**src/verilog/rssa_pkg.sv**
```systemverilog
// Shared constants, operation codes and register map of the rotate/subtract/skip datapath
package rssa_pkg;

    localparam int DATA_W = 8;
    localparam int BUS_W = 32;
    localparam int ADDR_W = 8;

    // Register byte addresses
    localparam logic [7:0] ADDR_CMD = 8'h00;
    localparam logic [7:0] ADDR_MEM = 8'h04;
    localparam logic [7:0] ADDR_WORK = 8'h08;
    localparam logic [7:0] ADDR_FLAGS = 8'h0C;
    localparam logic [7:0] ADDR_STATUS = 8'h10;

    // Command fields
    localparam int CMD_OP_LSB = 0;
    localparam int CMD_OP_W = 5;
    localparam int CMD_BIT_LSB = 8;
    localparam int CMD_BIT_W = 3;

    // Flag register fields
    localparam int FLAG_C = 0;
    localparam int FLAG_AC = 1;
    localparam int FLAG_Z = 2;
    localparam int FLAG_OV = 3;

    // Status register fields
    localparam int STAT_BUSY = 0;
    localparam int STAT_SKIP = 1;
    localparam int STAT_BAD_OP = 2;
    localparam int STAT_DONE_CNT_LSB = 8;
    localparam int STAT_DONE_CNT_W = 8;

    // Reset values and byte constants
    localparam logic [7:0] RST_BYTE = 8'h00;
    localparam logic [3:0] RST_FLAGS = 4'h0;
    localparam logic [7:0] ALL_ONES = 8'hFF;
    localparam logic [7:0] ONE_BYTE = 8'h01;

    // Bus answers
    localparam logic [1:0] RESP_OKAY = 2'b00;
    localparam logic [1:0] RESP_SLVERR = 2'b10;

    // Cycle counts of an execution
    localparam int EXEC_CYCLES = 1;
    localparam int SKIP_CYCLES = 2;

    typedef enum logic [4:0] {
        OP_ROTATE_LEFT_MEM = 5'h00,
        OP_ROTATE_LEFT_TO_WORK = 5'h01,
        OP_ROTATE_LEFT_THRU_FLAG = 5'h02,
        OP_ROTATE_LEFT_THRU_FLAG_TO_WORK = 5'h03,
        OP_ROTATE_RIGHT_MEM = 5'h04,
        OP_ROTATE_RIGHT_TO_WORK = 5'h05,
        OP_ROTATE_RIGHT_THRU_FLAG = 5'h06,
        OP_ROTATE_RIGHT_THRU_FLAG_TO_WORK = 5'h07,
        OP_SUBTRACT_WITH_BORROW = 5'h08,
        OP_SUBTRACT_WITH_BORROW_STORE = 5'h09,
        OP_DECREMENT_SKIP_ZERO = 5'h0A,
        OP_DECREMENT_TO_WORK_SKIP_ZERO = 5'h0B,
        OP_SET_BYTE = 5'h0C,
        OP_SET_BIT = 5'h0D,
        OP_INCREMENT_SKIP_ZERO = 5'h0E,
        OP_INCREMENT_TO_WORK_SKIP_ZERO = 5'h0F,
        OP_BIT_TEST_SKIP_NONZERO = 5'h10
    } rssa_op_t;

    // Gray coded along idle -> execute -> dummy
    typedef enum logic [1:0] {
        ST_IDLE = 2'b00,
        ST_EXEC = 2'b01,
        ST_DUMMY = 2'b11
    } rssa_state_t;

endpackage : rssa_pkg

```
**src/verilog/rssa_core.sv**
```systemverilog
// Rotate, subtract-with-borrow and skip datapath behind an AXI4-Lite register slave
//
// Contract
// (RL1) Rotate memory byte left, bit 7 into bit 0, write back, no flags.
// (RL2) Left rotation of memory byte goes to work register; memory and flags kept.
// (RL3) Nine-bit left ring with carry: bit 7 to carry, carry to bit 0, to memory.
// (RL4) Same nine-bit left ring, result to work register, carry updated, memory kept.
// (RL5) Rotate memory byte right, bit 0 into bit 7, write back, no flags.
// (RL6) Right rotation of memory byte goes to work register; memory and flags kept.
// (RL7) Nine-bit right ring with carry: bit 0 to carry, carry to bit 7, to memory.
// (RL8) Same nine-bit right ring, result to work register, carry updated, memory kept.
// (RL9) Work plus inverted byte plus carry into work; update four arithmetic flags.
// (RL10) Same sum stored into memory byte; update four arithmetic flags.
// (RL11) Decrement memory byte, write back; zero result skips next slot; no flags.
// (RL12) Byte minus one into work register; memory kept; skip on zero; no flags.
// (RL13) A taken skip discards the prefetched slot and adds one dummy cycle.
// (RL14) Write all ones into memory byte; flags unchanged.
// (RL15) Force selected bit of memory byte to one; other bits and flags unchanged.
// (RL16) Increment memory byte, write back; wrap to zero skips next slot; no flags.
// (RL17) Byte plus one into work register; memory kept; skip on zero; no flags.
// (RL18) Skip next slot when selected bit is one; no flag change.
// (RL19) Carry from bit 7, half carry from bit 3, zero result, signed wrap.
//
// The register offsets and the AXI4-Lite interface to the registers were left to the implementer.
`timescale 1ns/1ps
module rssa_core #(
    parameter int W = 8
) (
    input wire logic clk,
    input wire logic rst_b,
    input wire logic [7:0] s_axi_awaddr,
    input wire logic s_axi_awvalid,
    output logic s_axi_awready,
    input wire logic [31:0] s_axi_wdata,
    input wire logic [3:0] s_axi_wstrb,
    input wire logic s_axi_wvalid,
    output logic s_axi_wready,
    output logic [1:0] s_axi_bresp,
    output logic s_axi_bvalid,
    input wire logic s_axi_bready,
    input wire logic [7:0] s_axi_araddr,
    input wire logic s_axi_arvalid,
    output logic s_axi_arready,
    output logic [31:0] s_axi_rdata,
    output logic [1:0] s_axi_rresp,
    output logic s_axi_rvalid,
    input wire logic s_axi_rready,
    output logic discardFetch,
    output logic opDone
);
    // Write and read channel holding registers
    logic awHeld_ff;
    logic wHeld_ff;
    logic [7:0] awAddr_ff;
    logic [31:0] wData_ff;
    logic [3:0] wStrb_ff;
    logic bValid_ff;
    logic [1:0] bResp_ff;
    logic arReady_ff;
    logic rValid_ff;
    logic [31:0] rData_ff;
    logic [1:0] rResp_ff;

    // Architectural state
    logic [W-1:0] memByte_ff;
    logic [W-1:0] work_ff;
    logic [3:0] flags_ff;
    logic [4:0] cmdOp_ff;
    logic [2:0] cmdBit_ff;
    logic lastSkip_ff;
    logic badOp_ff;
    logic [7:0] doneCnt_ff;
    logic discard_ff;
    logic done_ff;

    logic [W-1:0] nxt_memByte;
    logic [W-1:0] nxt_work;
    logic [3:0] nxt_flags;

    // Byte lane mask of the held write
    logic [31:0] laneMask;
    genvar gi;
    generate
        for (gi = 0; gi < 4; gi = gi + 1) begin : gLane
            assign laneMask[gi*8 +: 8] = {8{wStrb_ff[gi]}};
        end
    endgenerate

    wire doWrite = awHeld_ff && wHeld_ff && !bValid_ff;
    wire hitCmd = (awAddr_ff == rssa_pkg::ADDR_CMD);
    wire hitMem = (awAddr_ff == rssa_pkg::ADDR_MEM);
    wire hitWork = (awAddr_ff == rssa_pkg::ADDR_WORK);
    wire hitFlags = (awAddr_ff == rssa_pkg::ADDR_FLAGS);
    wire hitStat = (awAddr_ff == rssa_pkg::ADDR_STATUS);
    wire wrMapped = hitCmd || hitMem || hitWork || hitFlags || hitStat;
    wire [31:0] cmdWord = {16'h0000, 5'h00, cmdBit_ff, 3'h0, cmdOp_ff};
    wire [31:0] cmdMerged = (cmdWord & ~laneMask) | (wData_ff & laneMask);
    wire [31:0] memMerged = ({24'h0000_00, memByte_ff} & ~laneMask) | (wData_ff & laneMask);
    wire [31:0] workMerged = ({24'h0000_00, work_ff} & ~laneMask) | (wData_ff & laneMask);
    wire [31:0] flagMerged = ({28'h000_0000, flags_ff} & ~laneMask) | (wData_ff & laneMask);

    // Sequencer and operation unit
    logic execNow;
    logic dummyNow;
    logic busy;
    logic [W-1:0] calcResult;
    logic calcToMem;
    logic calcToWork;
    logic calcCarryWr;
    logic calcCarry;
    logic calcArithWr;
    logic calcHalf;
    logic calcZero;
    logic calcWrap;
    logic calcSkip;
    logic calcBad;

    // Starting only from a command write with lane 0 present keeps half-written commands inert
    wire startOp = doWrite && hitCmd && wStrb_ff[0] && !busy;

    rssa_skip u_seq (
        .clk(clk),
        .rst_b(rst_b),
        .start(startOp),
        .skipTaken(calcSkip && !calcBad),
        .execNow(execNow),
        .dummyNow(dummyNow),
        .busy(busy)
    );

    rssa_calc #(
        .W(W)
    ) u_calc (
        .opCode(cmdOp_ff),
        .bitSel(cmdBit_ff),
        .memIn(memByte_ff),
        .workIn(work_ff),
        .carryIn(flags_ff[rssa_pkg::FLAG_C]),
        .result(calcResult),
        .toMem(calcToMem),
        .toWork(calcToWork),
        .carryWr(calcCarryWr),
        .carryOut(calcCarry),
        .arithWr(calcArithWr),
        .halfOut(calcHalf),
        .zeroOut(calcZero),
        .wrapOut(calcWrap),
        .skip(calcSkip),
        .badOp(calcBad)
    );

    // Execution results win over a software write in the same cycle
    wire swMem = doWrite && hitMem;
    wire swWork = doWrite && hitWork;
    wire swFlags = doWrite && hitFlags;
    wire hwMem = execNow && calcToMem;
    wire hwWork = execNow && calcToWork;
    assign nxt_memByte = hwMem ? calcResult : (swMem ? memMerged[W-1:0] : memByte_ff); // RL1
    assign nxt_work = hwWork ? calcResult : (swWork ? workMerged[W-1:0] : work_ff); // RL2

    always_comb begin
        nxt_flags = swFlags ? flagMerged[3:0] : flags_ff;
        if (execNow && calcCarryWr) begin
            nxt_flags[rssa_pkg::FLAG_C] = calcCarry; // RL3
        end
        if (execNow && calcArithWr) begin
            nxt_flags[rssa_pkg::FLAG_AC] = calcHalf; // RL19
            nxt_flags[rssa_pkg::FLAG_Z] = calcZero; // RL19
            nxt_flags[rssa_pkg::FLAG_OV] = calcWrap; // RL19
        end
    end

    // Read decode
    wire [31:0] statWord = {16'h0000, doneCnt_ff, 5'h00, badOp_ff, lastSkip_ff, busy};
    wire rdCmd = (s_axi_araddr == rssa_pkg::ADDR_CMD);
    wire rdMem = (s_axi_araddr == rssa_pkg::ADDR_MEM);
    wire rdWork = (s_axi_araddr == rssa_pkg::ADDR_WORK);
    wire rdFlags = (s_axi_araddr == rssa_pkg::ADDR_FLAGS);
    wire rdStat = (s_axi_araddr == rssa_pkg::ADDR_STATUS);
    wire rdMapped = rdCmd || rdMem || rdWork || rdFlags || rdStat;
    wire [31:0] rdWord = rdCmd ? cmdWord :
                         rdMem ? {24'h0000_00, memByte_ff} :
                         rdWork ? {24'h0000_00, work_ff} :
                         rdFlags ? {28'h000_0000, flags_ff} :
                         rdStat ? statWord : 32'h0000_0000;
    wire arTake = s_axi_arvalid && arReady_ff;

    // Write address and data are taken independently
    always_ff @(posedge clk or negedge rst_b) begin
        if (!rst_b) begin
            awHeld_ff <= 1'b0;
            awAddr_ff <= 8'h00;
        end else if (s_axi_awvalid && !awHeld_ff) begin
            awHeld_ff <= 1'b1;
            awAddr_ff <= s_axi_awaddr;
        end else if (doWrite) begin
            awHeld_ff <= 1'b0;
        end
    end

    always_ff @(posedge clk or negedge rst_b) begin
        if (!rst_b) begin
            wHeld_ff <= 1'b0;
            wData_ff <= 32'h0000_0000;
            wStrb_ff <= 4'h0;
        end else if (s_axi_wvalid && !wHeld_ff) begin
            wHeld_ff <= 1'b1;
            wData_ff <= s_axi_wdata;
            wStrb_ff <= s_axi_wstrb;
        end else if (doWrite) begin
            wHeld_ff <= 1'b0;
        end
    end

    always_ff @(posedge clk or negedge rst_b) begin
        if (!rst_b) begin
            bValid_ff <= 1'b0;
            bResp_ff <= rssa_pkg::RESP_OKAY;
        end else if (doWrite) begin
            bValid_ff <= 1'b1;
            bResp_ff <= wrMapped ? rssa_pkg::RESP_OKAY : rssa_pkg::RESP_SLVERR;
        end else if (s_axi_bready) begin
            bValid_ff <= 1'b0;
        end
    end

    // One read in flight; address is taken only while no data waits
    always_ff @(posedge clk or negedge rst_b) begin
        if (!rst_b) begin
            arReady_ff <= 1'b0;
            rValid_ff <= 1'b0;
            rData_ff <= 32'h0000_0000;
            rResp_ff <= rssa_pkg::RESP_OKAY;
        end else if (arTake) begin
            arReady_ff <= 1'b0;
            rValid_ff <= 1'b1;
            rData_ff <= rdWord;
            rResp_ff <= rdMapped ? rssa_pkg::RESP_OKAY : rssa_pkg::RESP_SLVERR;
        end else if (rValid_ff && s_axi_rready) begin
            rValid_ff <= 1'b0;
        end else if (!rValid_ff) begin
            arReady_ff <= 1'b1;
        end
    end

    // Command register is frozen while an operation is under way
    always_ff @(posedge clk or negedge rst_b) begin
        if (!rst_b) begin
            cmdOp_ff <= 5'h00;
            cmdBit_ff <= 3'h0;
        end else if (doWrite && hitCmd && !busy) begin
            cmdOp_ff <= cmdMerged[rssa_pkg::CMD_OP_LSB +: rssa_pkg::CMD_OP_W];
            cmdBit_ff <= cmdMerged[rssa_pkg::CMD_BIT_LSB +: rssa_pkg::CMD_BIT_W];
        end
    end

    always_ff @(posedge clk or negedge rst_b) begin
        if (!rst_b) begin
            memByte_ff <= rssa_pkg::RST_BYTE;
            work_ff <= rssa_pkg::RST_BYTE;
            flags_ff <= rssa_pkg::RST_FLAGS;
        end else begin
            memByte_ff <= nxt_memByte;
            work_ff <= nxt_work;
            flags_ff <= nxt_flags;
        end
    end

    // Outcome of the last operation, kept until the next one executes
    always_ff @(posedge clk or negedge rst_b) begin
        if (!rst_b) begin
            lastSkip_ff <= 1'b0;
            badOp_ff <= 1'b0;
            doneCnt_ff <= 8'h00;
        end else if (execNow) begin
            lastSkip_ff <= calcSkip && !calcBad; // RL11
            badOp_ff <= calcBad;
            doneCnt_ff <= doneCnt_ff + 8'h01;
        end
    end

    // Discard marker stands for the dummy cycle; done pulses when the slot count ends
    always_ff @(posedge clk or negedge rst_b) begin
        if (!rst_b) begin
            discard_ff <= 1'b0;
            done_ff <= 1'b0;
        end else begin
            discard_ff <= execNow && calcSkip && !calcBad; // RL13
            done_ff <= (execNow && !(calcSkip && !calcBad)) || dummyNow; // RL16
        end
    end

    assign s_axi_awready = !awHeld_ff;
    assign s_axi_wready = !wHeld_ff;
    assign s_axi_bvalid = bValid_ff;
    assign s_axi_bresp = bResp_ff;
    assign s_axi_arready = arReady_ff;
    assign s_axi_rvalid = rValid_ff;
    assign s_axi_rdata = rData_ff;
    assign s_axi_rresp = rResp_ff;
    assign discardFetch = discard_ff;
    assign opDone = done_ff;

endmodule : rssa_core

```
**src/verilog/rssa_calc.sv**
```systemverilog
// Combinational result, flag and skip logic for one operation
`timescale 1ns/1ps
module rssa_calc #(
    parameter int W = 8
) (
    input wire logic [4:0] opCode,
    input wire logic [2:0] bitSel,
    input wire logic [W-1:0] memIn,
    input wire logic [W-1:0] workIn,
    input wire logic carryIn,
    output logic [W-1:0] result,
    output logic toMem,
    output logic toWork,
    output logic carryWr,
    output logic carryOut,
    output logic arithWr,
    output logic halfOut,
    output logic zeroOut,
    output logic wrapOut,
    output logic skip,
    output logic badOp
);
    logic [W:0] diffSum;
    logic [4:0] halfSum;
    logic [W-1:0] decVal;
    logic [W-1:0] incVal;
    logic [W-1:0] bitMask;

    assign diffSum = {1'b0, workIn} + {1'b0, ~memIn} + {{W{1'b0}}, carryIn};
    assign halfSum = {1'b0, workIn[3:0]} + {1'b0, ~memIn[3:0]} + {4'h0, carryIn};
    assign decVal = memIn - rssa_pkg::ONE_BYTE;
    assign incVal = memIn + rssa_pkg::ONE_BYTE;
    assign bitMask = rssa_pkg::ONE_BYTE << bitSel;

    always_comb begin
        result = memIn;
        toMem = 1'b0;
        toWork = 1'b0;
        carryWr = 1'b0;
        carryOut = carryIn;
        arithWr = 1'b0;
        halfOut = halfSum[4];
        zeroOut = (diffSum[W-1:0] == '0);
        wrapOut = (workIn[W-1] == ~memIn[W-1]) && (diffSum[W-1] != workIn[W-1]);
        skip = 1'b0;
        badOp = 1'b0;
        unique case (opCode)
            rssa_pkg::OP_ROTATE_LEFT_MEM: begin
                result = {memIn[W-2:0], memIn[W-1]}; // RL1
                toMem = 1'b1;
            end
            rssa_pkg::OP_ROTATE_LEFT_TO_WORK: begin
                result = {memIn[W-2:0], memIn[W-1]}; // RL2
                toWork = 1'b1;
            end
            rssa_pkg::OP_ROTATE_LEFT_THRU_FLAG,
            rssa_pkg::OP_ROTATE_LEFT_THRU_FLAG_TO_WORK: begin
                result = {memIn[W-2:0], carryIn}; // RL3 RL4
                carryWr = 1'b1;
                carryOut = memIn[W-1];
                toMem = (opCode == rssa_pkg::OP_ROTATE_LEFT_THRU_FLAG);
                toWork = !toMem;
            end
            rssa_pkg::OP_ROTATE_RIGHT_MEM: begin
                result = {memIn[0], memIn[W-1:1]}; // RL5
                toMem = 1'b1;
            end
            rssa_pkg::OP_ROTATE_RIGHT_TO_WORK: begin
                result = {memIn[0], memIn[W-1:1]}; // RL6
                toWork = 1'b1;
            end
            rssa_pkg::OP_ROTATE_RIGHT_THRU_FLAG,
            rssa_pkg::OP_ROTATE_RIGHT_THRU_FLAG_TO_WORK: begin
                result = {carryIn, memIn[W-1:1]}; // RL7 RL8
                carryWr = 1'b1;
                carryOut = memIn[0];
                toMem = (opCode == rssa_pkg::OP_ROTATE_RIGHT_THRU_FLAG);
                toWork = !toMem;
            end
            rssa_pkg::OP_SUBTRACT_WITH_BORROW,
            rssa_pkg::OP_SUBTRACT_WITH_BORROW_STORE: begin
                result = diffSum[W-1:0]; // RL9 RL10
                arithWr = 1'b1; // RL19
                carryWr = 1'b1;
                carryOut = diffSum[W]; // RL19
                toMem = (opCode == rssa_pkg::OP_SUBTRACT_WITH_BORROW_STORE);
                toWork = !toMem;
            end
            rssa_pkg::OP_DECREMENT_SKIP_ZERO,
            rssa_pkg::OP_DECREMENT_TO_WORK_SKIP_ZERO: begin
                result = decVal; // RL11 RL12
                skip = (decVal == '0);
                toMem = (opCode == rssa_pkg::OP_DECREMENT_SKIP_ZERO);
                toWork = !toMem;
            end
            rssa_pkg::OP_SET_BYTE: begin
                result = rssa_pkg::ALL_ONES; // RL14
                toMem = 1'b1;
            end
            rssa_pkg::OP_SET_BIT: begin
                result = memIn | bitMask; // RL15
                toMem = 1'b1;
            end
            rssa_pkg::OP_INCREMENT_SKIP_ZERO,
            rssa_pkg::OP_INCREMENT_TO_WORK_SKIP_ZERO: begin
                result = incVal; // RL16 RL17
                skip = (incVal == '0);
                toMem = (opCode == rssa_pkg::OP_INCREMENT_SKIP_ZERO);
                toWork = !toMem;
            end
            rssa_pkg::OP_BIT_TEST_SKIP_NONZERO: begin
                skip = |(memIn & bitMask); // RL18
            end
            default: begin
                badOp = 1'b1;
            end
        endcase
    end

endmodule : rssa_calc

```
**src/verilog/rssa_skip.sv**
```systemverilog
// Execution sequencer: one execute cycle, plus a dummy cycle when a skip is taken
`timescale 1ns/1ps
module rssa_skip (
    input wire logic clk,
    input wire logic rst_b,
    input wire logic start,
    input wire logic skipTaken,
    output logic execNow,
    output logic dummyNow,
    output logic busy
);
    rssa_pkg::rssa_state_t state_ff;
    rssa_pkg::rssa_state_t nxt_state;

    always_comb begin
        nxt_state = state_ff;
        unique case (state_ff)
            rssa_pkg::ST_IDLE: begin
                if (start) begin
                    nxt_state = rssa_pkg::ST_EXEC;
                end
            end
            rssa_pkg::ST_EXEC: begin
                // The prefetched slot is thrown away in a dummy cycle
                nxt_state = skipTaken ? rssa_pkg::ST_DUMMY : rssa_pkg::ST_IDLE; // RL13
            end
            rssa_pkg::ST_DUMMY: begin
                nxt_state = rssa_pkg::ST_IDLE;
            end
            default: begin
                nxt_state = rssa_pkg::ST_IDLE;
            end
        endcase
    end

    always_ff @(posedge clk or negedge rst_b) begin
        if (!rst_b) begin
            state_ff <= rssa_pkg::ST_IDLE;
        end else begin
            state_ff <= nxt_state;
        end
    end

    assign execNow = (state_ff == rssa_pkg::ST_EXEC);
    assign dummyNow = (state_ff == rssa_pkg::ST_DUMMY);
    assign busy = (state_ff != rssa_pkg::ST_IDLE);

endmodule : rssa_skip

```
**config.mk**
```make
export PLATFORM = sky130hd
export DESIGN_NAME = rssa_core
export DESIGN_NICKNAME = d
export VERILOG_FILES = /design/src/verilog/rssa_pkg.sv /design/src/verilog/rssa_core.sv /design/src/verilog/rssa_calc.sv /design/src/verilog/rssa_skip.sv
export SDC_FILE = /design/constraint.sdc
export NUM_CORES = 1
export LEC_CHECK = 0
export BUFFER_PORTS_ARGS = -buffer_cell sky130_fd_sc_hd__buf_2
export CAP_MARGIN = 20
export CORE_ASPECT_RATIO = 0.75
export CORE_MARGIN = 2
export CORE_UTILIZATION = 51
export CTS_CLUSTER_DIAMETER = 150
export CTS_CLUSTER_SIZE = 12
export DETAILED_ROUTE_END_ITERATION = 7
export PLACE_DENSITY = 0.76
export SYNTH_ARGS = -nofsm -noshare
export SYNTH_HDL_FRONTEND = slang
export SYNTH_HIERARCHICAL = 1
export SYNTH_SLANG_ARGS = --single-unit
```
**constraint.sdc**
```tcl
create_clock -name clk -period 2.91 [get_ports clk]
set_input_delay 0.582 -clock clk [delete_from_list [all_inputs] [get_ports clk]]
set_output_delay 0.582 -clock clk [all_outputs]
set_load 0.02 [all_outputs]
```
# ---- Yosys cells after proc, flatten, opt, wreduce, memory -nomap -nowiden
# Cells that the tools add are included.
dict set report totals {
  inputBits 59
  ff_bits 104
  output_inout_bits 43
  word_cells 184
}
dict set report classes {
  n_eq_ne 32
  mux 35
  reduce_logical 71
  n_bitwise 15
  shift 1
  add_sub_neg 7
}
# op n
set ops {}
lappend ops {{$mux W16} 5}
lappend ops {{$pmux W8 S9} 1}
lappend ops {{$eq A5 B4 Y1 const B} 8}
lappend ops {{$logic_not A8 Y1} 5}
lappend ops {{$eq A8 B4 Y1 const B} 4}
lappend ops {{$mux W8} 4}
lappend ops {{$and A8 B8 Y8} 3}
lappend ops {{$or A8 B8 Y8} 3}
lappend ops {{$and A11 B11 Y11} 2}
lappend ops {{$logic_and A1 B1 Y1} 22}
lappend ops {{$eq A5 B3 Y1 const B} 4}
lappend ops {{$reduce_bool A2 Y1} 9}
lappend ops {{$reduce_or A17 Y1} 1}
lappend ops {{$add A8 B1 Y8 const B} 2}
lappend ops {{$eq A8 B3 Y1 const B} 2}
lappend ops {{$eq A8 B5 Y1 const B} 2}
lappend ops {{$reduce_or A2 Y1} 8}
lappend ops {{$mux W1} 14}
lappend ops {{$pmux W1 S6} 2}
lappend ops {{$not A11 Y11} 1}
lappend ops {{$or A11 B11 Y11} 1}
lappend ops {{$eq A5 B2 Y1 const B} 2}
lappend ops {{$logic_not A1 Y1} 10}
lappend ops {{$add A8 B8 Y9} 1}
lappend ops {{31 further kinds} 45}

# ---- Longest topological paths before layout
# Gate-level depths: netlist (run 1).
dict set report depth {
  word_depth 8
  depth_mapped 12
  depth_no_buf 11
}

# ---- Cells and area by module
# Netlist (run 1), hierarchy kept.
# mod instances cells_each seq_area_each_um2 area_each_um2
set modules_own_cells {}
lappend modules_own_cells {rssa_core 1 351 2102.0 3992.6}
lappend modules_own_cells {rssa_calc 1 218 0.0 1455.1}
lappend modules_own_cells {rssa_skip 1 8 50.0 96.3}

# ---- Worst setup path after synthesis (run 1)
# Ideal clock, no wire load.
dict set report synth_path {
  path_type {reg-to-reg}
  startpoint {reg (tool-made name)}
  endpoint {reg (tool-made name)}
  synth_period_minus_slack_ns 2.757
  stages_incl_launch_ff 13
  setup_time_ns 0.075
  t_required_ns 2.835
  path_buffers 1
  setup_slack_ns 0.153
  arrival_time_ns 2.682
  cell_sequence {dfrtp_1 buf_2 inv_1 fa_1 fa_1 a211oi_2 nor3b_1 o31a_1 a31oi_1 nand2_1 a32oi_1 nand2_1 o21ai_2}
}

==> impl_metrics.csv, run 1 <==
group,metric,value,unit
route,dr.pass1.iters,5,
timing,timing.setup.tns,0,ns
clock_network,cts_resized,0,
route,avgRoutedWirePerCell,18.87,µm
synth,synth_top_area_share,0.3882,
grt,antenna_found_initial,0,
layout,multi_input_area,3098,µm²
power,p_per_area,713.9,nW/µm²
clock_network,clk_pin_slew_worst_paths,0.06,ns
route,vias,4740,
synth,synth.largest_area_cell,"dfrtp_1",
synth,yosysUniqueCellTypes,74,
placement,gp_congestion,1.012,
worst_setup_path,cp_max_fo,2,
layout,layout.nets,711,
layout,diodes,0,
die,core,10450,µm²
synth,async_flop_share,1.000,
layout,syn_to_final_growth,13.63,%
synth,ys.warnings.count,6,
clock_network,cts.hold.buffers_added,0,
synth,synth_cells,577,
route,post-route-drc-count,0,
synth,synth_edf_count,0,
worst_setup_path,worstSetupPathType,"reg2reg",
synth,synth_area,5544,µm²
die,start_util,0.5305,
clock_network,root_buffer,"clkbuf_16",
grt,grt_pass1_vias,4608,
worst_setup_path,required,3.17,ns
placement,placedCellCount,764,
synth,synthTopCellsByArea,"dfrtp_1, mux2_2, mux2i_1, nand2_1, nor2_1",
power,ir_worst_vdd,0.0006039,V
layout,regArea,2152,µm²
clock_network,cts_tree,"yes",
layout,layout-drive-gt1-share,0.2360,
synth,synth_seq_cells,86,
grt,grt_max_degree,57,
synth,yosysMostFrequentCell,"dfrtp_1",
hold_path,hold_path_class,"in2async",
die,dieArea,11730,µm²
grt,grt_pass1_wl,24120,µm
clock_network,cts_made_buffers,9,
die,die_y,94.30,µm
clock_network,postCtsSetupBuffers,0,
worst_setup_path,slowest_delay,0.47,ns
route,vias_per_cell,6.077,
die,rows,32,
timing,fmax,355.7,MHz
grt,track_usage,0.2600,
timing,slew-limit-headroom,0.3512,
placement,dpl.hpwl,10930,µm
power,p_leak,2.739,nW
clock_network,insertion_delay,0.33,ns
timing,final_hold_viol_count,0,
worst_setup_path,worst_setup_path_end_kind,"flop",
timing,worst_pin_slew,0.9732,ns
worst_setup_path,cpMaxStageDelayCell,"fa_1",
worst_setup_path,critPathLaunchType,"flop",
layout,final_cells,780,
timing,period_share,0.9662,
route,drt_iter0_drc,520,
die,ios,102,
worst_setup_path,arrival,3.07,ns
route,antenna_left,0,
synth,synth_top_flop_cell,"dfrtp_1",
timing,slew_violations,0,
clock_network,cts-htree-levels,3,
synth,post_synth.cell_area_avg,9.608,µm²
synth,synth_common_cells,"dfrtp_1, nand2_1, nor2_1",
synth,ys_seq_area_frac,0.3882,
die,die_w,124.4,µm
placement,port_buffers,60,
run,cap_violations,0,
outcome,outcome,"completed",
timing,min_period,2.812,ns
grt,grt_overflow,0,
timing,finalClockSkew,0.004509,ns
timing,rsz0062_at_grt,"false",
clock_network,clock-sinks,86,
worst_setup_path,cp_cell_sequence,"inv_1, fa_1, fa_1, a211oi_2, nor3b_1, o31a_1, a31oi_1, nand2_1, a32oi_1, nand2_1, o21ai_2",
clock_network,clock_path_buffers,2,
timing,setup_violations,0,
layout,fillers,862,
worst_setup_path,r2r.worst_path.cells,11,
route,wl,14720,µm
[metal layers]
metal	track usage	vias up	wire, µm
met1	0.3684	2263	6458
li1	-	2180	-
met5	0	-	0
met4	0.06835	0	214
met3	0.08200	28	1742
met2	0.3866	269	6306
[worst paths after layout]
check | start | end | slack, ns
worst max register to register | flop | flop | 0.1
max in group asynchronous | rst_b | asynchronous set/reset pin | 2.00
worst min register to register | doneCnt_ff[7]$_DFFE_PN0P_ | doneCnt_ff[7]$_DFFE_PN0P_ | 0.47
min in group clk | s_axi_bready | s_axi_bvalid$_DFFE_PN0P_ | 0.42
worst max-delay path | flop | flop | 0.1
worst min-delay path | rst_b | s_axi_rdata[15]$_DFFE_PN0P_ | 0.30
[power by group]
group          internal [mW]  switching (mW)
Sequential              1.47           0.321
Combinational          0.676           0.853
Clock                  0.717           0.461
Total                   2.86            1.64
[through the flow]
| stage | utilization | hold slack (ns) | instance area, µm² | setup slack, ns | power (mW) |
|---|---|---|---|---|---|
| final | 0.6029 | 0.2976 | 6300 | 0.09827 | 4.498 |
| after global routing | 0.6029 | 0.3632 | 6300 | 0.002738 | 4.742 |
| after CTS | 0.6029 | 0.3238 | 6300 | 0.1364 | 4.486 |
| after detailed placement | 0.5733 | 0.4600 | 5991 | 0.1497 | 3.302 |
| after global placement | 0.5733 | 0.4580 | 5991 | 0.2245 | 3.236 |
| after floorplan | - | 0.2864 | 5608 | 0.1532 | 2.851 |
[critical path: cells and delay by family, from the launching register on]
| family | cells | cell delay (ns) |
|---|---|---|
| AO/OA/AOI/OAI | 5 | 1.10 |
| adder cells (fa/ha/maj) | 2 | 0.92 |
| flip-flops | 1 | 0.35 |
| AND/OR/NAND/NOR | 3 | 0.29 |
| buffers and inverters | 1 | 0.07 |
[area by class of cell]
| class | instances | share of cell area |
|---|---|---|
| clock inverters | 4 | 0.008342 |
| inverters | 20 | 0.01192 |
| multi-input cells | 438 | 0.4918 |
| repair buffers | 84 | 0.07865 |
| well taps | 136 | 0.02701 |
| flip-flops and latches | 86 | 0.3416 |
| clock buffers | 12 | 0.04072 |
[placed cells by master, fill, tap and decap left out, types with 3 or more instances in the layout]
| cell | n |
|---|---|
| a211oi_2 | 3 |
| or3_1 | 3 |
| inv_1 | 17 |
| nor4_4 | 3 |
| nor2b_1 | 6 |
| clkbuf_16 | 9 |
| buf_2 | 59 |
| nor4_1 | 5 |
| nand3_1 | 8 |
| and2_1 | 15 |
| o311a_1 | 3 |
| nand4_1 | 7 |
| nor3_1 | 8 |
| conb_1 | 18 |
| nand2_1 | 45 |
| o21ai_0 | 27 |
| a22o_1 | 9 |
| o21a_1 | 6 |
| nand2b_1 | 9 |
| a31oi_1 | 9 |
| buf_4 | 24 |
| mux2_2 | 33 |
| nand3b_1 | 7 |
| and3_1 | 8 |
| ha_1 | 11 |
| o2111ai_1 | 3 |
| nor2_1 | 44 |
| xnor2_1 | 15 |
| a221oi_1 | 5 |
| mux2i_1 | 29 |
| a22oi_1 | 3 |
| xor2_1 | 7 |
| o22ai_1 | 4 |
| dfrtp_1 | 86 |
| o31ai_1 | 3 |
| o2bb2ai_1 | 5 |
| o21ai_1 | 14 |
| a21oi_1 | 19 |
[logic make-up after synthesis]
logic type	Yosys count	share of synthesized area
AND/OR/NAND/NOR	186	0.1893
AO/OA/AOI/OAI	137	0.1711
flip-flops	86	0.3882
buffers and inverters	70	0.06454
multiplexers	62	0.1194
XOR/XNOR	22	0.03476
adder cells (fa/ha/maj)	13	0.03205
other	1	0.0006764
Note: power is estimated with default switching activity, not from simulation.
==> run 2: changes to the inputs <==
--- a/config.mk
+++ b/config.mk
@@ -14,6 +14,8 @@
 export CTS_CLUSTER_SIZE = 12
 export DETAILED_ROUTE_END_ITERATION = 7
 export PLACE_DENSITY = 0.76
+export SETUP_SLACK_MARGIN = 0.2
+export SKIP_CTS_REPAIR_TIMING = 1
 export SYNTH_ARGS = -nofsm -noshare
 export SYNTH_HDL_FRONTEND = slang
 export SYNTH_HIERARCHICAL = 1
==> run 2 against run 1 <==
Effect of this change: sequential power is essentially flat; power grew 1.4%; register-to-register slack gained 0.14 ns; via count is the same; core utilization grew 0.32 points; global-route usage shrank 0.75 points; maximum frequency grew 5.3%; non-clock buffer count grew 2; sequential share of layout area shrank 0.18 points; clock skew grew 0.0013 ns; design area grew 0.54%; clock power grew 4%; critical path type unchanged; largest power group unchanged.
==> impl_metrics.csv, run 2 (synthesis results as in run 1) <==
group,metric,value,unit
outcome,outcome,"completed",
route,vias,4740,
route,drt_iter0_drc,478,
grt,grt_max_degree,54,
placement,dpl.hpwl,11060,µm
die,start_util,0.5305,
placement,placedCellCount,766,
placement,gp_congestion,1.007,
die,die_w,124.4,µm
layout,final_common_cell,"dfrtp_1",
layout,final_util,0.6061,
die,ios,102,
layout,final_cells,782,
route,dr.pass1.iters,6,
worst_setup_path,cp_max_fo,2,
timing,final_hold_viol_count,0,
grt,grt_use_met1,0.3698,
timing,slew_violations,0,
clock_network,clk_pin_slew_worst_paths,0.06,ns
grt,grt_pass1_wl,23090,µm
worst_setup_path,worst_setup_path_end_kind,"flop",
clock_network,insertion_delay,0.34,ns
route,wl,14790,µm
grt,track_usage,0.2525,
layout,layout.nets,713,
die,core,10450,µm²
grt,grt_busiest_layer,"met1",
grt,grt_overflow,0,
worst_setup_path,r2r.worst_path.cells,11,
worst_setup_path,critPathLaunchType,"flop",
grt,grt_pass1_vias,4304,
layout,layout-drive-gt1-share,0.2415,
clock_network,root_buffer,"clkbuf_16",
worst_setup_path,worstSetupPathType,"reg2reg",
hold_path,hold_path_class,"in2async",
layout,diodes,0,
timing,timing.setup.tns,0,ns
clock_network,clock_path_buffers,2,
timing,fmax,374.7,MHz
layout,syn_to_final_growth,14.24,%
timing,rsz0062_at_grt,"true",
die,rows,32,
timing,finalClockSkew,0.005853,ns
power,p_leak,2.750,nW
grt,met2_usage,0.3534,
timing,timing.hold.ws,0.1880,ns
power,ir_worst_vdd,0.0005478,V
worst_setup_path,arrival,2.94,ns
worst_setup_path,r2r_setup_slack,0.24,ns
timing,setup_violations,0,
clock_network,cts_made_buffers,9,
run,cap_violations,0,
timing,min_period,2.669,ns
grt,grt_use_met3,0.08087,
route,antenna_left,0,
grt,antenna_found_initial,1,
clock_network,cts_tree,"yes",
layout,final_cell_mix,"dfrtp_1, buf_2, nand2_1",
clock_network,cts-htree-levels,3,
worst_setup_path,required,3.18,ns
power,p_per_area,720.0,nW/µm²
timing,slew-limit-headroom,0.4287,
timing,worst_pin_slew,0.8505,ns
timing,period_share,0.9172,
clock_network,clock-sinks,86,
die,dieArea,11730,µm²
route,post-route-drc-count,0,
route,vias_per_cell,6.061,
route,avgRoutedWirePerCell,18.91,µm
die,die_y,94.30,µm
placement,port_buffers,60,
[run 2: final cells by class]
type                       instances  area, µm²
fill                             860       4116
clock buffer                      11      232.7
clock inverter                     5      82.58
sequential                        86       2152
multi-input combinational        438       3110
timing repair buffer              86      510.5
inverter                          20      75.07
tap                              136      170.2
[run 2: worst max-delay path, stage by stage, from the launching register on]
cell and delay [ns]:
dfrtp_1 0.35, inv_1 0.08, fa_2 0.42, fa_2 0.37
a211oi_2 0.27, nor3b_1 0.10, o31a_1 0.27, a31oi_1 0.21
nand2_1 0.11, a32oi_2 0.23, nand2_1 0.09, o21ai_2 0.08
[run 2: how the worst min path moves through the flow]
stage / startpoint / end / cells after the start
detailed placement: doneCnt_ff[7]$_DFFE_PN0P_ / doneCnt_ff[7]$_DFFE_PN0P_ / 1
CTS: rst_b / s_axi_rdata[15]$_DFFE_PN0P_ / 1
floorplan: rst_b / asynchronous set/reset pin / 0
global placement: doneCnt_ff[7]$_DFFE_PN0P_ / doneCnt_ff[7]$_DFFE_PN0P_ / 1
finish: rst_b / s_axi_rdata[15]$_DFFE_PN0P_ / 1
global route: rst_b / s_axi_rdata[15]$_DFFE_PN0P_ / 1
[run 2: report_power, final]
part	switching, mW	internal (mW)
clock network	0.477	0.756
registers	0.303	1.47
logic	0.869	0.686
total	1.65	2.91
[run 2: through the flow]
stage	setup WS, ns	total power [mW]	instance area, µm²
2_1_floorplan	0.2395	2.853	5613
3_3_place_gp	0.3015	3.243	6008
3_5_place_dp	0.2476	3.312	6008
4_1_cts	0.2339	4.552	6324
5_1_grt	0.1483	4.789	6334
6_report	0.2409	4.560	6334
[run 2: per-layer routing]
layer	vias to the layer above	share of wire
met2	233	0.42
met5	-	0.00088
li1	2185	-
met4	2	0.013
met1	2296	0.46
met3	24	0.10
